$ cat src/rtc_pkg.sv
// Purpose: shared constants for the timekeeping and configuration register block
// Assumes: 40 MHz system clock, 32.768 kHz timebase sampled as a level
// Notes: register offsets are the byte addresses of the documented port

package rtc_pkg;

  // ****************************************
  // register offsets
  // ****************************************
  localparam logic [7:0] ADDR_FRAC = 8'h00;
  localparam logic [7:0] ADDR_SEC = 8'h01;
  localparam logic [7:0] ADDR_MIN = 8'h02;
  localparam logic [7:0] ADDR_HOUR = 8'h03;
  localparam logic [7:0] ADDR_WDAY = 8'h04;
  localparam logic [7:0] ADDR_DATE = 8'h05;
  localparam logic [7:0] ADDR_MONTH = 8'h06;
  localparam logic [7:0] ADDR_YEAR = 8'h07;
  localparam logic [7:0] ADDR_CTRL = 8'h08;
  localparam logic [7:0] ADDR_TRIM = 8'h09;
  localparam logic [7:0] ADDR_A0SEC = 8'h0C;
  localparam logic [7:0] ADDR_A0MIN = 8'h0D;

  // ****************************************
  // field positions
  // ****************************************
  localparam int BIT_RUN_REQ = 7;
  localparam int BIT_TRIM_DIR = 7;
  localparam int BIT_FMT12 = 6;
  localparam int BIT_PM = 5;
  localparam int BIT_OSC_ON = 5;
  localparam int BIT_BATT = 4;
  localparam int BIT_BKUP_EN = 3;
  localparam int BIT_LEAP = 5;
  localparam int BIT_POL = 7;
  localparam int BIT_SQUARE_WAVE_ENABLE = 6;
  localparam int BIT_EXT = 3;
  localparam int BIT_RS2 = 2;

  // ****************************************
  // reset values and BCD limits
  // ****************************************
  localparam logic [7:0] RST_ZERO = 8'h00;
  localparam logic [7:0] RST_ONE = 8'h01;
  localparam logic [7:0] BCD_99 = 8'h99;
  localparam logic [7:0] BCD_59 = 8'h59;
  localparam logic [7:0] BCD_23 = 8'h23;
  localparam logic [7:0] BCD_11 = 8'h11;
  localparam logic [7:0] BCD_12 = 8'h12;
  localparam logic [7:0] BCD_7 = 8'h07;

  // ****************************************
  // rate codes and timing
  // ****************************************
  localparam logic [1:0] RS_1HZ = 2'h0;
  localparam logic [1:0] RS_4K = 2'h1;
  localparam logic [1:0] RS_8K = 2'h2;
  localparam logic [1:0] RS_32K = 2'h3;
  localparam logic [5:0] OSC_START_CYCLES = 6'h20;
  localparam int SYS_CLK_NS = 25;
  localparam int OSC_STALL_NS = 100000;
  localparam logic [11:0] OSC_STALL_CYC = 12'(OSC_STALL_NS / SYS_CLK_NS);
  localparam logic [15:0] HUND_STEP = 16'h0064;
  localparam logic [15:0] OSC_HZ = 16'h8000;

endpackage : rtc_pkg

$ cat src/osc_if.sv
// Purpose: carries timebase signals between the register core and its helpers
// Assumes: single clock domain
// Notes: trim and rate come from the core, ticks from the helpers
`timescale 1ns/1ps
`default_nettype none

interface osc_if;
  logic ce;
  logic run_req;
  logic src_level;
  logic src_rise;
  logic running;
  logic trim_neg;
  logic [7:0] trim_val;
  logic minute_pulse;
  logic [2:0] rate;
  logic hund_tick;
  logic sq_level;

  modport core (output ce, run_req, src_level, trim_neg, trim_val, minute_pulse, rate,
                input src_rise, running, hund_tick, sq_level);
  modport monitor (input ce, run_req, src_level, output src_rise, running);
  modport prescale (input ce, src_rise, src_level, trim_neg, trim_val, minute_pulse, rate,
                    output hund_tick, sq_level);
endinterface : osc_if

`default_nettype wire

$ cat src/osc_monitor.sv
// Purpose: detects timebase edges and reports whether the oscillator runs
// Assumes: timebase level is synchronous to sys_clk_i
// Notes: status drops on stop request or after a stall timeout
`timescale 1ns/1ps
`default_nettype none

module osc_monitor (
  // clock and reset
  input wire logic sys_clk_i,
  input wire logic rst_i,
  // timebase link
  osc_if.monitor osc
);

  typedef struct packed {
    logic prev;
    logic [5:0] cnt;
    logic [11:0] idle;
    logic running;
  } mon_state_t;

  mon_state_t s_q;
  mon_state_t s_d;

  // rising edge of the running timebase
  assign osc.src_rise = osc.run_req & osc.src_level & ~s_q.prev;
  assign osc.running = s_q.running;

  // start count and stall watch
  always_comb
  begin
    s_d = s_q;
    if (osc.ce)
    begin
      s_d.prev = osc.src_level;
      if (!osc.run_req)
      begin
        s_d.cnt = 6'h00;
        s_d.running = 1'b0;
        s_d.idle = 12'h000;
      end
      else if (osc.src_rise)
      begin
        s_d.idle = 12'h000;
        if (s_q.cnt != rtc_pkg::OSC_START_CYCLES)
          s_d.cnt = s_q.cnt + 6'h01;
        if (s_q.cnt == rtc_pkg::OSC_START_CYCLES - 6'h01)
          s_d.running = 1'b1;
      end
      else if (s_q.idle == rtc_pkg::OSC_STALL_CYC)
      begin
        s_d.cnt = 6'h00;
        s_d.running = 1'b0;
      end
      else
        s_d.idle = s_q.idle + 12'h001;
    end
  end

  // state register
  always_ff @(posedge sys_clk_i)
  begin
    if (rst_i)
      s_q <= '0;
    else
      s_q <= s_d;
  end

endmodule : osc_monitor

`default_nettype wire

$ cat src/osc_prescaler.sv
// Purpose: trims the timebase, makes the 100 Hz tick and the pin waveforms
// Assumes: one rising edge per timebase cycle on src_rise
// Notes: trim clocks are injected or swallowed right after each minute
`timescale 1ns/1ps
`default_nettype none

module osc_prescaler (
  // clock and reset
  input wire logic sys_clk_i,
  input wire logic rst_i,
  // timebase link
  osc_if.prescale osc
);

  typedef struct packed {
    logic [8:0] pend;
    logic [14:0] div;
    logic [14:0] acc;
  } pre_state_t;

  pre_state_t s_q;
  pre_state_t s_d;
  logic eff_tick;
  logic [15:0] acc_sum;

  // trimmed tick: extra ticks when positive, swallowed ones when negative
  always_comb
  begin
    if (s_q.pend == 9'h000)
      eff_tick = osc.src_rise;
    else if (osc.trim_neg)
      eff_tick = 1'b0;
    else
      eff_tick = 1'b1;
  end

  assign acc_sum = {1'b0, s_q.acc} + rtc_pkg::HUND_STEP;
  assign osc.hund_tick = osc.ce & eff_tick & (acc_sum >= rtc_pkg::OSC_HZ);

  // rate selection, calibration output uses the 1 Hz tap
  always_comb
  begin
    if (osc.rate[rtc_pkg::BIT_RS2])
      osc.sq_level = s_q.div[14];
    else
      unique case (osc.rate[1:0])
        rtc_pkg::RS_1HZ: osc.sq_level = s_q.div[14];
        rtc_pkg::RS_4K: osc.sq_level = s_q.div[2];
        rtc_pkg::RS_8K: osc.sq_level = s_q.div[1];
        rtc_pkg::RS_32K: osc.sq_level = osc.src_level;
      endcase
  end

  // trim queue, divider and fractional accumulator
  always_comb
  begin
    s_d = s_q;
    if (osc.ce)
    begin
      if (osc.minute_pulse)
        s_d.pend = {osc.trim_val, 1'b0};
      else if (s_q.pend != 9'h000 && (osc.trim_neg ? osc.src_rise : !osc.src_rise))
        s_d.pend = s_q.pend - 9'h001;
      if (eff_tick)
      begin
        s_d.div = s_q.div + 15'h0001;
        if (acc_sum >= rtc_pkg::OSC_HZ)
          s_d.acc = 15'(acc_sum - rtc_pkg::OSC_HZ);
        else
          s_d.acc = acc_sum[14:0];
      end
    end
  end

  // state register
  always_ff @(posedge sys_clk_i)
  begin
    if (rst_i)
      s_q <= '0;
    else
      s_q <= s_d;
  end

endmodule : osc_prescaler

`default_nettype wire

$ cat src/rtc_core.sv
// Purpose: time and configuration registers with BCD calendar counters
// Assumes: register port strobes are one-cycle pulses synchronous to sys_clk_i
// Notes: a register write in the same cycle as a count overrides the count
`timescale 1ns/1ps
`default_nettype none

module rtc_core (
  // clock, reset, enable
  input wire logic sys_clk_i,
  input wire logic rst_i,
  input wire logic ce_i,
  // register port
  input wire logic [7:0] reg_addr_i,
  input wire logic [7:0] reg_wdata_i,
  input wire logic reg_wr_i,
  input wire logic reg_rd_i,
  output logic [7:0] reg_rdata_o,
  // timebase and supply
  input wire logic xtal_clk_i,
  input wire logic ext_clk_i,
  input wire logic vcc_fail_i,
  output logic osc_enable_o,
  output logic backup_connect_o,
  // pin and alarms
  output logic multi_function_pin_o,
  output logic [1:0] alarm_enable_field_o,
  output logic alarm0_match_o
);

  // ****************************************
  // state
  // ****************************************
  typedef struct packed {
    logic [7:0] frac;
    logic osc_run_request;
    logic [6:0] sec;
    logic [6:0] min;
    logic trim_direction;
    logic fmt12;
    logic [5:0] hour;
    logic batt_switched;
    logic backup_supply_enable;
    logic [2:0] wday;
    logic [5:0] date;
    logic [4:0] month;
    logic [7:0] year;
    logic [7:0] ctrl;
    logic [7:0] trim_val;
    logic [6:0] a0_sec;
    logic [6:0] a0_min;
    logic [7:0] rdata;
    logic multi_function_pin;
    logic a0_match;
  } core_state_t;

  core_state_t s_q;
  core_state_t s_d;
  logic leap_year_indicator;
  logic osc_running_status;
  logic hund_tick;
  logic sq_level;

  osc_if osc ();

  // ****************************************
  // helpers
  // ****************************************

  // BCD increment with wrap; bit 8 of the result is the carry out
  function automatic logic [8:0] bcd_inc(input logic [7:0] v, input logic [7:0] lim,
                                         input logic [7:0] lo);
    logic [8:0] r;
    r = {1'b0, v};
    if (v >= lim)
      r = {1'b1, lo};
    else if (v[3:0] >= 4'h9)
      r = {1'b0, v[7:4] + 4'h1, 4'h0};
    else
      r = {1'b0, v[7:4], v[3:0] + 4'h1};
    return r;
  endfunction : bcd_inc

  // last day of a BCD month
  function automatic logic [7:0] month_len(input logic [4:0] m, input logic leap);
    logic [7:0] r;
    r = 8'h31;
    unique case (m)
      5'h02: r = leap ? 8'h29 : 8'h28;
      5'h04, 5'h06, 5'h09, 5'h11: r = 8'h30;
      default: r = 8'h31;
    endcase
    return r;
  endfunction : month_len

  // BCD year divisible by four
  always_comb
  begin
    if (s_q.year[4])
      leap_year_indicator = (s_q.year[3:0] == 4'h2) || (s_q.year[3:0] == 4'h6);
    else
      leap_year_indicator = (s_q.year[3:0] == 4'h0) || (s_q.year[3:0] == 4'h4)
                            || (s_q.year[3:0] == 4'h8);
  end

  // ****************************************
  // timebase helpers
  // ****************************************
  assign osc.ce = ce_i;
  assign osc.run_req = s_q.osc_run_request;
  assign osc.src_level = s_q.ctrl[rtc_pkg::BIT_EXT] ? ext_clk_i : xtal_clk_i;
  assign osc.trim_neg = s_q.trim_direction;
  assign osc.trim_val = s_q.trim_val;
  assign osc.rate = s_q.ctrl[2:0];
  assign osc_running_status = osc.running;
  assign hund_tick = osc.hund_tick;
  assign sq_level = osc.sq_level;

  osc_monitor u_monitor (
    .sys_clk_i(sys_clk_i),
    .rst_i(rst_i),
    .osc(osc.monitor)
  );

  osc_prescaler u_prescaler (
    .sys_clk_i(sys_clk_i),
    .rst_i(rst_i),
    .osc(osc.prescale)
  );

  // ****************************************
  // next state
  // ****************************************
  logic [8:0] frac_n;
  logic [8:0] sec_n;
  logic [8:0] min_n;
  logic [8:0] hour_n;
  logic [8:0] date_n;
  logic [8:0] month_n;
  logic [8:0] year_n;
  logic [8:0] wday_n;
  logic [4:0] h12;
  logic pm_n;
  logic day_carry;

  // counter chain increments
  always_comb
  begin
    frac_n = bcd_inc(s_q.frac, rtc_pkg::BCD_99, rtc_pkg::RST_ZERO);
    sec_n = bcd_inc({1'b0, s_q.sec}, rtc_pkg::BCD_59, rtc_pkg::RST_ZERO);
    min_n = bcd_inc({1'b0, s_q.min}, rtc_pkg::BCD_59, rtc_pkg::RST_ZERO);
    wday_n = bcd_inc({5'h00, s_q.wday}, rtc_pkg::BCD_7, rtc_pkg::RST_ONE);
    date_n = bcd_inc({2'h0, s_q.date}, month_len(s_q.month, leap_year_indicator),
                     rtc_pkg::RST_ONE);
    month_n = bcd_inc({3'h0, s_q.month}, rtc_pkg::BCD_12, rtc_pkg::RST_ONE);
    year_n = bcd_inc(s_q.year, rtc_pkg::BCD_99, rtc_pkg::RST_ZERO);
    h12 = s_q.hour[4:0];
    pm_n = s_q.hour[rtc_pkg::BIT_PM];
    day_carry = 1'b0;
    if (s_q.fmt12)
    begin
      // 12-hour: 11 -> 12 flips AM/PM, 12 -> 01 without carry
      if ({3'h0, h12} == rtc_pkg::BCD_11)
      begin
        h12 = rtc_pkg::BCD_12[4:0];
        pm_n = ~s_q.hour[rtc_pkg::BIT_PM];
        day_carry = s_q.hour[rtc_pkg::BIT_PM];
      end
      else if ({3'h0, h12} >= rtc_pkg::BCD_12)
        h12 = rtc_pkg::RST_ONE[4:0];
      else
        h12 = 5'(bcd_inc({3'h0, h12}, rtc_pkg::BCD_12, rtc_pkg::RST_ONE));
      hour_n = {3'h0, pm_n, h12};
    end
    else
    begin
      hour_n = bcd_inc({2'h0, s_q.hour}, rtc_pkg::BCD_23, rtc_pkg::RST_ZERO);
      day_carry = hour_n[8];
    end
  end

  // counting, register writes, read data and pin
  always_comb
  begin
    s_d = s_q;
    osc.minute_pulse = 1'b0;
    if (ce_i)
    begin
      // calendar roll-over with carries
      if (hund_tick)
      begin
        s_d.frac = frac_n[7:0];
        if (frac_n[8])
        begin
          s_d.sec = sec_n[6:0];
          if (sec_n[8])
          begin
            osc.minute_pulse = 1'b1;
            s_d.min = min_n[6:0];
            if (min_n[8])
            begin
              s_d.hour = hour_n[5:0];
              if (day_carry)
              begin
                s_d.wday = wday_n[2:0];
                s_d.date = date_n[5:0];
                if (date_n[8])
                begin
                  s_d.month = month_n[4:0];
                  if (month_n[8])
                    s_d.year = year_n[7:0];
                end
              end
            end
          end
        end
      end
      // software writes store any value
      if (reg_wr_i)
      begin
        unique case (reg_addr_i)
          rtc_pkg::ADDR_FRAC: s_d.frac = reg_wdata_i;
          rtc_pkg::ADDR_SEC:
          begin
            s_d.osc_run_request = reg_wdata_i[rtc_pkg::BIT_RUN_REQ];
            s_d.sec = reg_wdata_i[6:0];
          end
          rtc_pkg::ADDR_MIN: s_d.min = reg_wdata_i[6:0];
          rtc_pkg::ADDR_HOUR:
          begin
            s_d.trim_direction = reg_wdata_i[rtc_pkg::BIT_TRIM_DIR];
            s_d.fmt12 = reg_wdata_i[rtc_pkg::BIT_FMT12];
            s_d.hour = reg_wdata_i[5:0];
          end
          rtc_pkg::ADDR_WDAY:
          begin
            if (!reg_wdata_i[rtc_pkg::BIT_BATT])
              s_d.batt_switched = 1'b0;
            s_d.backup_supply_enable = reg_wdata_i[rtc_pkg::BIT_BKUP_EN];
            s_d.wday = reg_wdata_i[2:0];
          end
          rtc_pkg::ADDR_DATE: s_d.date = reg_wdata_i[5:0];
          rtc_pkg::ADDR_MONTH: s_d.month = reg_wdata_i[4:0];
          rtc_pkg::ADDR_YEAR: s_d.year = reg_wdata_i;
          rtc_pkg::ADDR_CTRL: s_d.ctrl = reg_wdata_i;
          rtc_pkg::ADDR_TRIM: s_d.trim_val = reg_wdata_i;
          rtc_pkg::ADDR_A0SEC: s_d.a0_sec = reg_wdata_i[6:0];
          rtc_pkg::ADDR_A0MIN: s_d.a0_min = reg_wdata_i[6:0];
          default: s_d.frac = s_d.frac;
        endcase
      end
      // supply failure sets the flag while backup is enabled, and wins over a clear
      if (vcc_fail_i && s_q.backup_supply_enable)
        s_d.batt_switched = 1'b1;
      // read data with unused bits as zero
      if (reg_rd_i)
      begin
        unique case (reg_addr_i)
          rtc_pkg::ADDR_FRAC: s_d.rdata = s_q.frac;
          rtc_pkg::ADDR_SEC: s_d.rdata = {s_q.osc_run_request, s_q.sec};
          rtc_pkg::ADDR_MIN: s_d.rdata = {1'b0, s_q.min};
          rtc_pkg::ADDR_HOUR: s_d.rdata = {s_q.trim_direction, s_q.fmt12, s_q.hour};
          rtc_pkg::ADDR_WDAY: s_d.rdata = {2'h0, osc_running_status, s_q.batt_switched,
                                           s_q.backup_supply_enable, s_q.wday};
          rtc_pkg::ADDR_DATE: s_d.rdata = {2'h0, s_q.date};
          rtc_pkg::ADDR_MONTH: s_d.rdata = {2'h0, leap_year_indicator, s_q.month};
          rtc_pkg::ADDR_YEAR: s_d.rdata = s_q.year;
          rtc_pkg::ADDR_CTRL: s_d.rdata = s_q.ctrl;
          rtc_pkg::ADDR_TRIM: s_d.rdata = s_q.trim_val;
          rtc_pkg::ADDR_A0SEC: s_d.rdata = {1'b0, s_q.a0_sec};
          rtc_pkg::ADDR_A0MIN: s_d.rdata = {1'b0, s_q.a0_min};
          default: s_d.rdata = rtc_pkg::RST_ZERO;
        endcase
      end
      // pin: divided clock or static polarity level
      if (s_q.ctrl[rtc_pkg::BIT_SQUARE_WAVE_ENABLE])
        s_d.multi_function_pin = sq_level;
      else
        s_d.multi_function_pin = s_q.ctrl[rtc_pkg::BIT_POL];
      // alarm 0 seconds and minutes compare
      s_d.a0_match = s_q.ctrl[4] && (s_q.sec == s_q.a0_sec)
                     && (s_q.min == s_q.a0_min);
    end
  end

  // ****************************************
  // state register and outputs
  // ****************************************

  // register with calendar starting at day 1 of month 1
  always_ff @(posedge sys_clk_i)
  begin
    if (rst_i)
    begin
      s_q <= '0;
      s_q.wday <= rtc_pkg::RST_ONE[2:0];
      s_q.date <= rtc_pkg::RST_ONE[5:0];
      s_q.month <= rtc_pkg::RST_ONE[4:0];
    end
    else
      s_q <= s_d;
  end

  // outputs from flops
  assign reg_rdata_o = s_q.rdata;
  assign osc_enable_o = s_q.osc_run_request & ~s_q.ctrl[rtc_pkg::BIT_EXT];
  assign backup_connect_o = s_q.backup_supply_enable;
  assign multi_function_pin_o = s_q.multi_function_pin;
  assign alarm_enable_field_o = s_q.ctrl[5:4];
  assign alarm0_match_o = s_q.a0_match;

endmodule : rtc_core

`default_nettype wire

$ cat config.mk
export PLATFORM = sky130hd
export DESIGN_NAME = rtc_core
export DESIGN_NICKNAME = d
export VERILOG_FILES = /design/src/rtc_pkg.sv /design/src/osc_if.sv /design/src/osc_monitor.sv /design/src/osc_prescaler.sv /design/src/rtc_core.sv
export SDC_FILE = /design/constraint.sdc
export NUM_CORES = 1
export LEC_CHECK = 0
export BUFFER_PORTS_ARGS = -buffer_cell sky130_fd_sc_hd__buf_2
export CAP_MARGIN = 25
export CORE_ASPECT_RATIO = 0.6
export CORE_MARGIN = 5
export CORE_UTILIZATION = 60
export CTS_CLUSTER_SIZE = 25
export DETAILED_ROUTE_END_ITERATION = 10
export GPL_TIMING_DRIVEN = 0
export HOLD_SLACK_MARGIN = 0.08
export MAX_ROUTING_LAYER = met4
export PLACE_DENSITY = 0.78
export RECOVER_POWER = 25
export SLEW_MARGIN = 10
export SYNTH_ARGS = -nofsm -noshare
export SYNTH_HDL_FRONTEND = slang
export SYNTH_SLANG_ARGS = --single-unit
$ cat constraint.sdc
create_clock -name sys_clk_i -period 4.72 [get_ports sys_clk_i]
set_input_delay 0.944 -clock sys_clk_i [delete_from_list [all_inputs] [get_ports sys_clk_i]]
set_output_delay 0.944 -clock sys_clk_i [all_outputs]
set_load 0.02 [all_outputs]
==> results.json <==
{
  "ff2ff_setup_slack_ps": 610,
  "cts.sinks": 152,
  "start_util": 0.621,
  "p_per_area_mw_per_mm2": 342,
  "antenna_found_initial": 0,
  "synth-seq-area-share": 0.315,
  "first_pass_iters": 8,
  "synth_fp_nets": 1281,
  "ctsRootBufferMaster": "clkbuf_16",
  "hold_viol_final": 0,
  "die_x_um": 174,
  "core-area_mm2": 0.0155,
  "hp-class": "register to register",
  "endpoint_kind": "register",
  "synthXorXnorAreaFrac": 0.0417,
  "io_buffers": 29,
  "top_level_ports": 38,
  "cp.required_ps": 5040,
  "layout.cells.non_filler": 1479,
  "synthMuxAreaShare": 0.0464,
  "grt_start_max_net_pins": 17,
  "cts_resized": 0,
  "crit_fanout": 10,
  "max_cap_violations": 0,
  "final_nets": 1335,
  "async_reset_ff_frac": 0,
  "synth-simple-area-share": 0.250,
  "htree_levels": 4,
  "drt-initial-drc-count": 1724,
  "synth_ff_type": "dfxtp_1",
  "layout_min_cycle_time_ps": 4110,
  "ys_ff_latch": 152,
  "dp_hpwl_um": 26300,
  "cts_tree": "built",
  "grt_pass1_wl_um": 55200,
  "syn_inst": 1209,
  "synthTopCellsByCount": "dfxtp_1 (152), nor2_1 (144), nand2_1 (115)",
  "grt_pass1_vias": 9263,
  "fill_cells": 1305,
  "finalCritPeriodShare": 0.872,
  "syn_to_final_growth_pct": 10.6,
  "gp_congestion": 1.07,
  "synthAdderAreaFrac": 0.0622,
  "ctsLongestPathBuffers": 2,
  "syn_area_mm2": 0.00966,
  "finalMaxSlewViolations": 0,
  "r2r_end": "u_prescaler.s_q[36]$_SDFFE_PP0P_",
  "synth_top_area_frac": 0.315,
  "holdPathStages": 2,
  "yosysMostFrequentCell": "dfxtp_1",
  "crit_arrival_ps": 4440,
  "setup_tns_ps": 0,
  "cp-start-kind": "register",
  "clock_latency_ps": 440,
  "cts_setup_buffers": 0,
  "regArea_mm2": 0.00304,
  "yosys.area.top_type": "dfxtp_1",
  "min_to": "reg_rdata_o[2]$_SDFFE_PP0P_",
  "path_class": "register to register",
  "die_height_um": 108,
  "synth.distinct_cells": 90,
  "multi_input_area_mm2": 0.00601,
  "synth_top_family_by_area": "simple AND/OR/NAND/NOR gates",
  "dieArea_mm2": 0.0188,
  "worstMarginPinSlew_ps": 1180,
  "dr_total_vias": 10208,
  "p_leak_nw": 3.97,
  "slew_headroom": 0.208,
  "ant_nets": 0,
  "setup_viol": 0,
  "drt-total-wl_um": 36500,
  "routed_via_density": 6.90,
  "reg2reg_depth": 10,
  "grt.total_usage": 0.393,
  "path_clk_slew_ps": 70,
  "cts_hold_buf": 0,
  "avgSynthCellArea_um2": 7.99,
  "fin_skew_ps": 9.44,
  "drc": 0,
  "reg2reg_from": "u_prescaler.s_q[30]$_SDFFE_PP0P_",
  "synth.area.top_cells": "dfxtp_1 (32%), ha_1 (6.2%), nor2_1 (5.6%), nand2_1 (4.5%), mux2i_1 (3.9%)",
  "fp-row-count": 35,
  "grt_overflow": 0,
  "min_from": "reg_rdata_o[2]$_SDFFE_PP0P_",
  "n_antenna_cell": 0,
  "status": "finished, final reports clean",
  "cts_made_buffers": 17,
  "irDropWorstVdd_mv": 0.245,
  "ys_warn_count": 0,
  "synth-compound-area-share": 0.224,
  "synth_edf_count": 0,
  "rsz0062_at_grt": "no",
  "fmax_mhz": 243,
  "place_inst": 1443,
  "drive_above_1_share": 0.0878,
  "wire_per_inst_um": 24.7
}
metal layers:
metal  vias to the layer above  GRT usage  share of wire
met5                         -          -              0
li1                       4536          -              -
met4                         0      0.102          0.026
met3                        97      0.171           0.17
met2                       803      0.520           0.38
met1                      4772      0.542           0.42
report_power, final:
group | leakage (nW) | internal, mW | switching (mW)
sequential | 1.23 | 1.35 | 0.0774
clock | 0.310 | 0.864 | 0.667
combinational | 2.44 | 0.234 | 0.460
total | 3.97 | 2.44 | 1.20
how the worst max path moves through the flow:
stage,start,endpoint,slack [ps],depth (start not counted)
floorplan,s_q[40]$_SDFFE_PP0P_,s_q[55]$_SDFFE_PP0P_,1380,12
global placement,s_q[41]$_SDFFE_PP0P_,s_q[56]$_SDFFE_PP0P_,500,12
detailed placement,s_q[41]$_SDFFE_PP0P_,s_q[55]$_SDFFE_PP0P_,460,12
CTS,s_q[41]$_SDFFE_PP0P_,s_q[55]$_SDFFE_PP0P_,430,12
global route,s_q[41]$_SDFFE_PP0P_,s_q[43]$_SDFFE_PP0P_,500,13
finish,u_prescaler.s_q[30]$_SDFFE_PP0P_,u_prescaler.s_q[36]$_SDFFE_PP0P_,610,10
flip-flops by register name, summed over array words and instances, names as in the netlist:
register and count:
u_prescaler.s_q 37, backup_connect_o 1, osc.rate 3, u_monitor.s_q 19
alarm_enable_field_o 2, s_q 69, u_monitor.osc.running 1, osc.trim_neg 1
osc.run_req 1, alarm0_match_o 1, osc.trim_val 8, multi_function_pin_o 1
reg_rdata_o 8
stage by stage:
| stage | hold WS (ps) | area (um^2) | setup WS [ps] | total power, mW | util |
|---|---|---|---|---|---|
| 2_1_floorplan | 437 | 9660 | 1380 | 1.91 | - |
| 3_3_place_gp | 445 | 10100 | 499 | 2.10 | 0.647 |
| 3_5_place_dp | 451 | 10100 | 461 | 2.12 | 0.648 |
| 4_1_cts | 460 | 10700 | 432 | 3.62 | 0.689 |
| 5_1_grt | 486 | 10700 | 497 | 3.76 | 0.687 |
| 6_report | 460 | 10700 | 606 | 3.65 | 0.687 |
critical path, stage by stage (launching register included):
cell	delay, ps
dfxtp_1	330
inv_1	80
ha_1	260
or4b_1	580
nor4b_4	500
or2_2	260
clkbuf_1	730
nand2_1	410
buf_2	310
a31o_2	250
a211oi_1	290
cells in the final DEF, fill, tap and decap left out, drive strengths merged, types with 35 or more instances in the layout:
cell type	n
nand3	47
a21oi	75
nand2	115
clkbuf	92
inv	53
mux2i	38
a22oi	35
o21ai	64
dfxtp	152
nor2	146
buf	39
ha	48
kinds of logic (layout without fill, tap and decap cells):
| group | Yosys count | after routing |
|---|---|---|
| compound gates | 321 | 321 |
| xor+xnor | 46 | 46 |
| fa+ha+maj | 48 | 48 |
| buf+inv | 125 | 192 |
| flops | 152 | 152 |
| mux | 44 | 44 |
| simple gates | 473 | 473 |
area by class of cell:
class | count | share of cell area
inverters | 45 | 0.0158
plain buffers | 80 | 0.0370
multi-input cells | 932 | 0.563
clock buffers | 18 | 0.0402
repair buffers | 35 | 0.0159
clock inverters | 14 | 0.0194
flip-flops and latches | 152 | 0.285
well taps | 203 | 0.0238
Power figures use the tool's default switching activity.
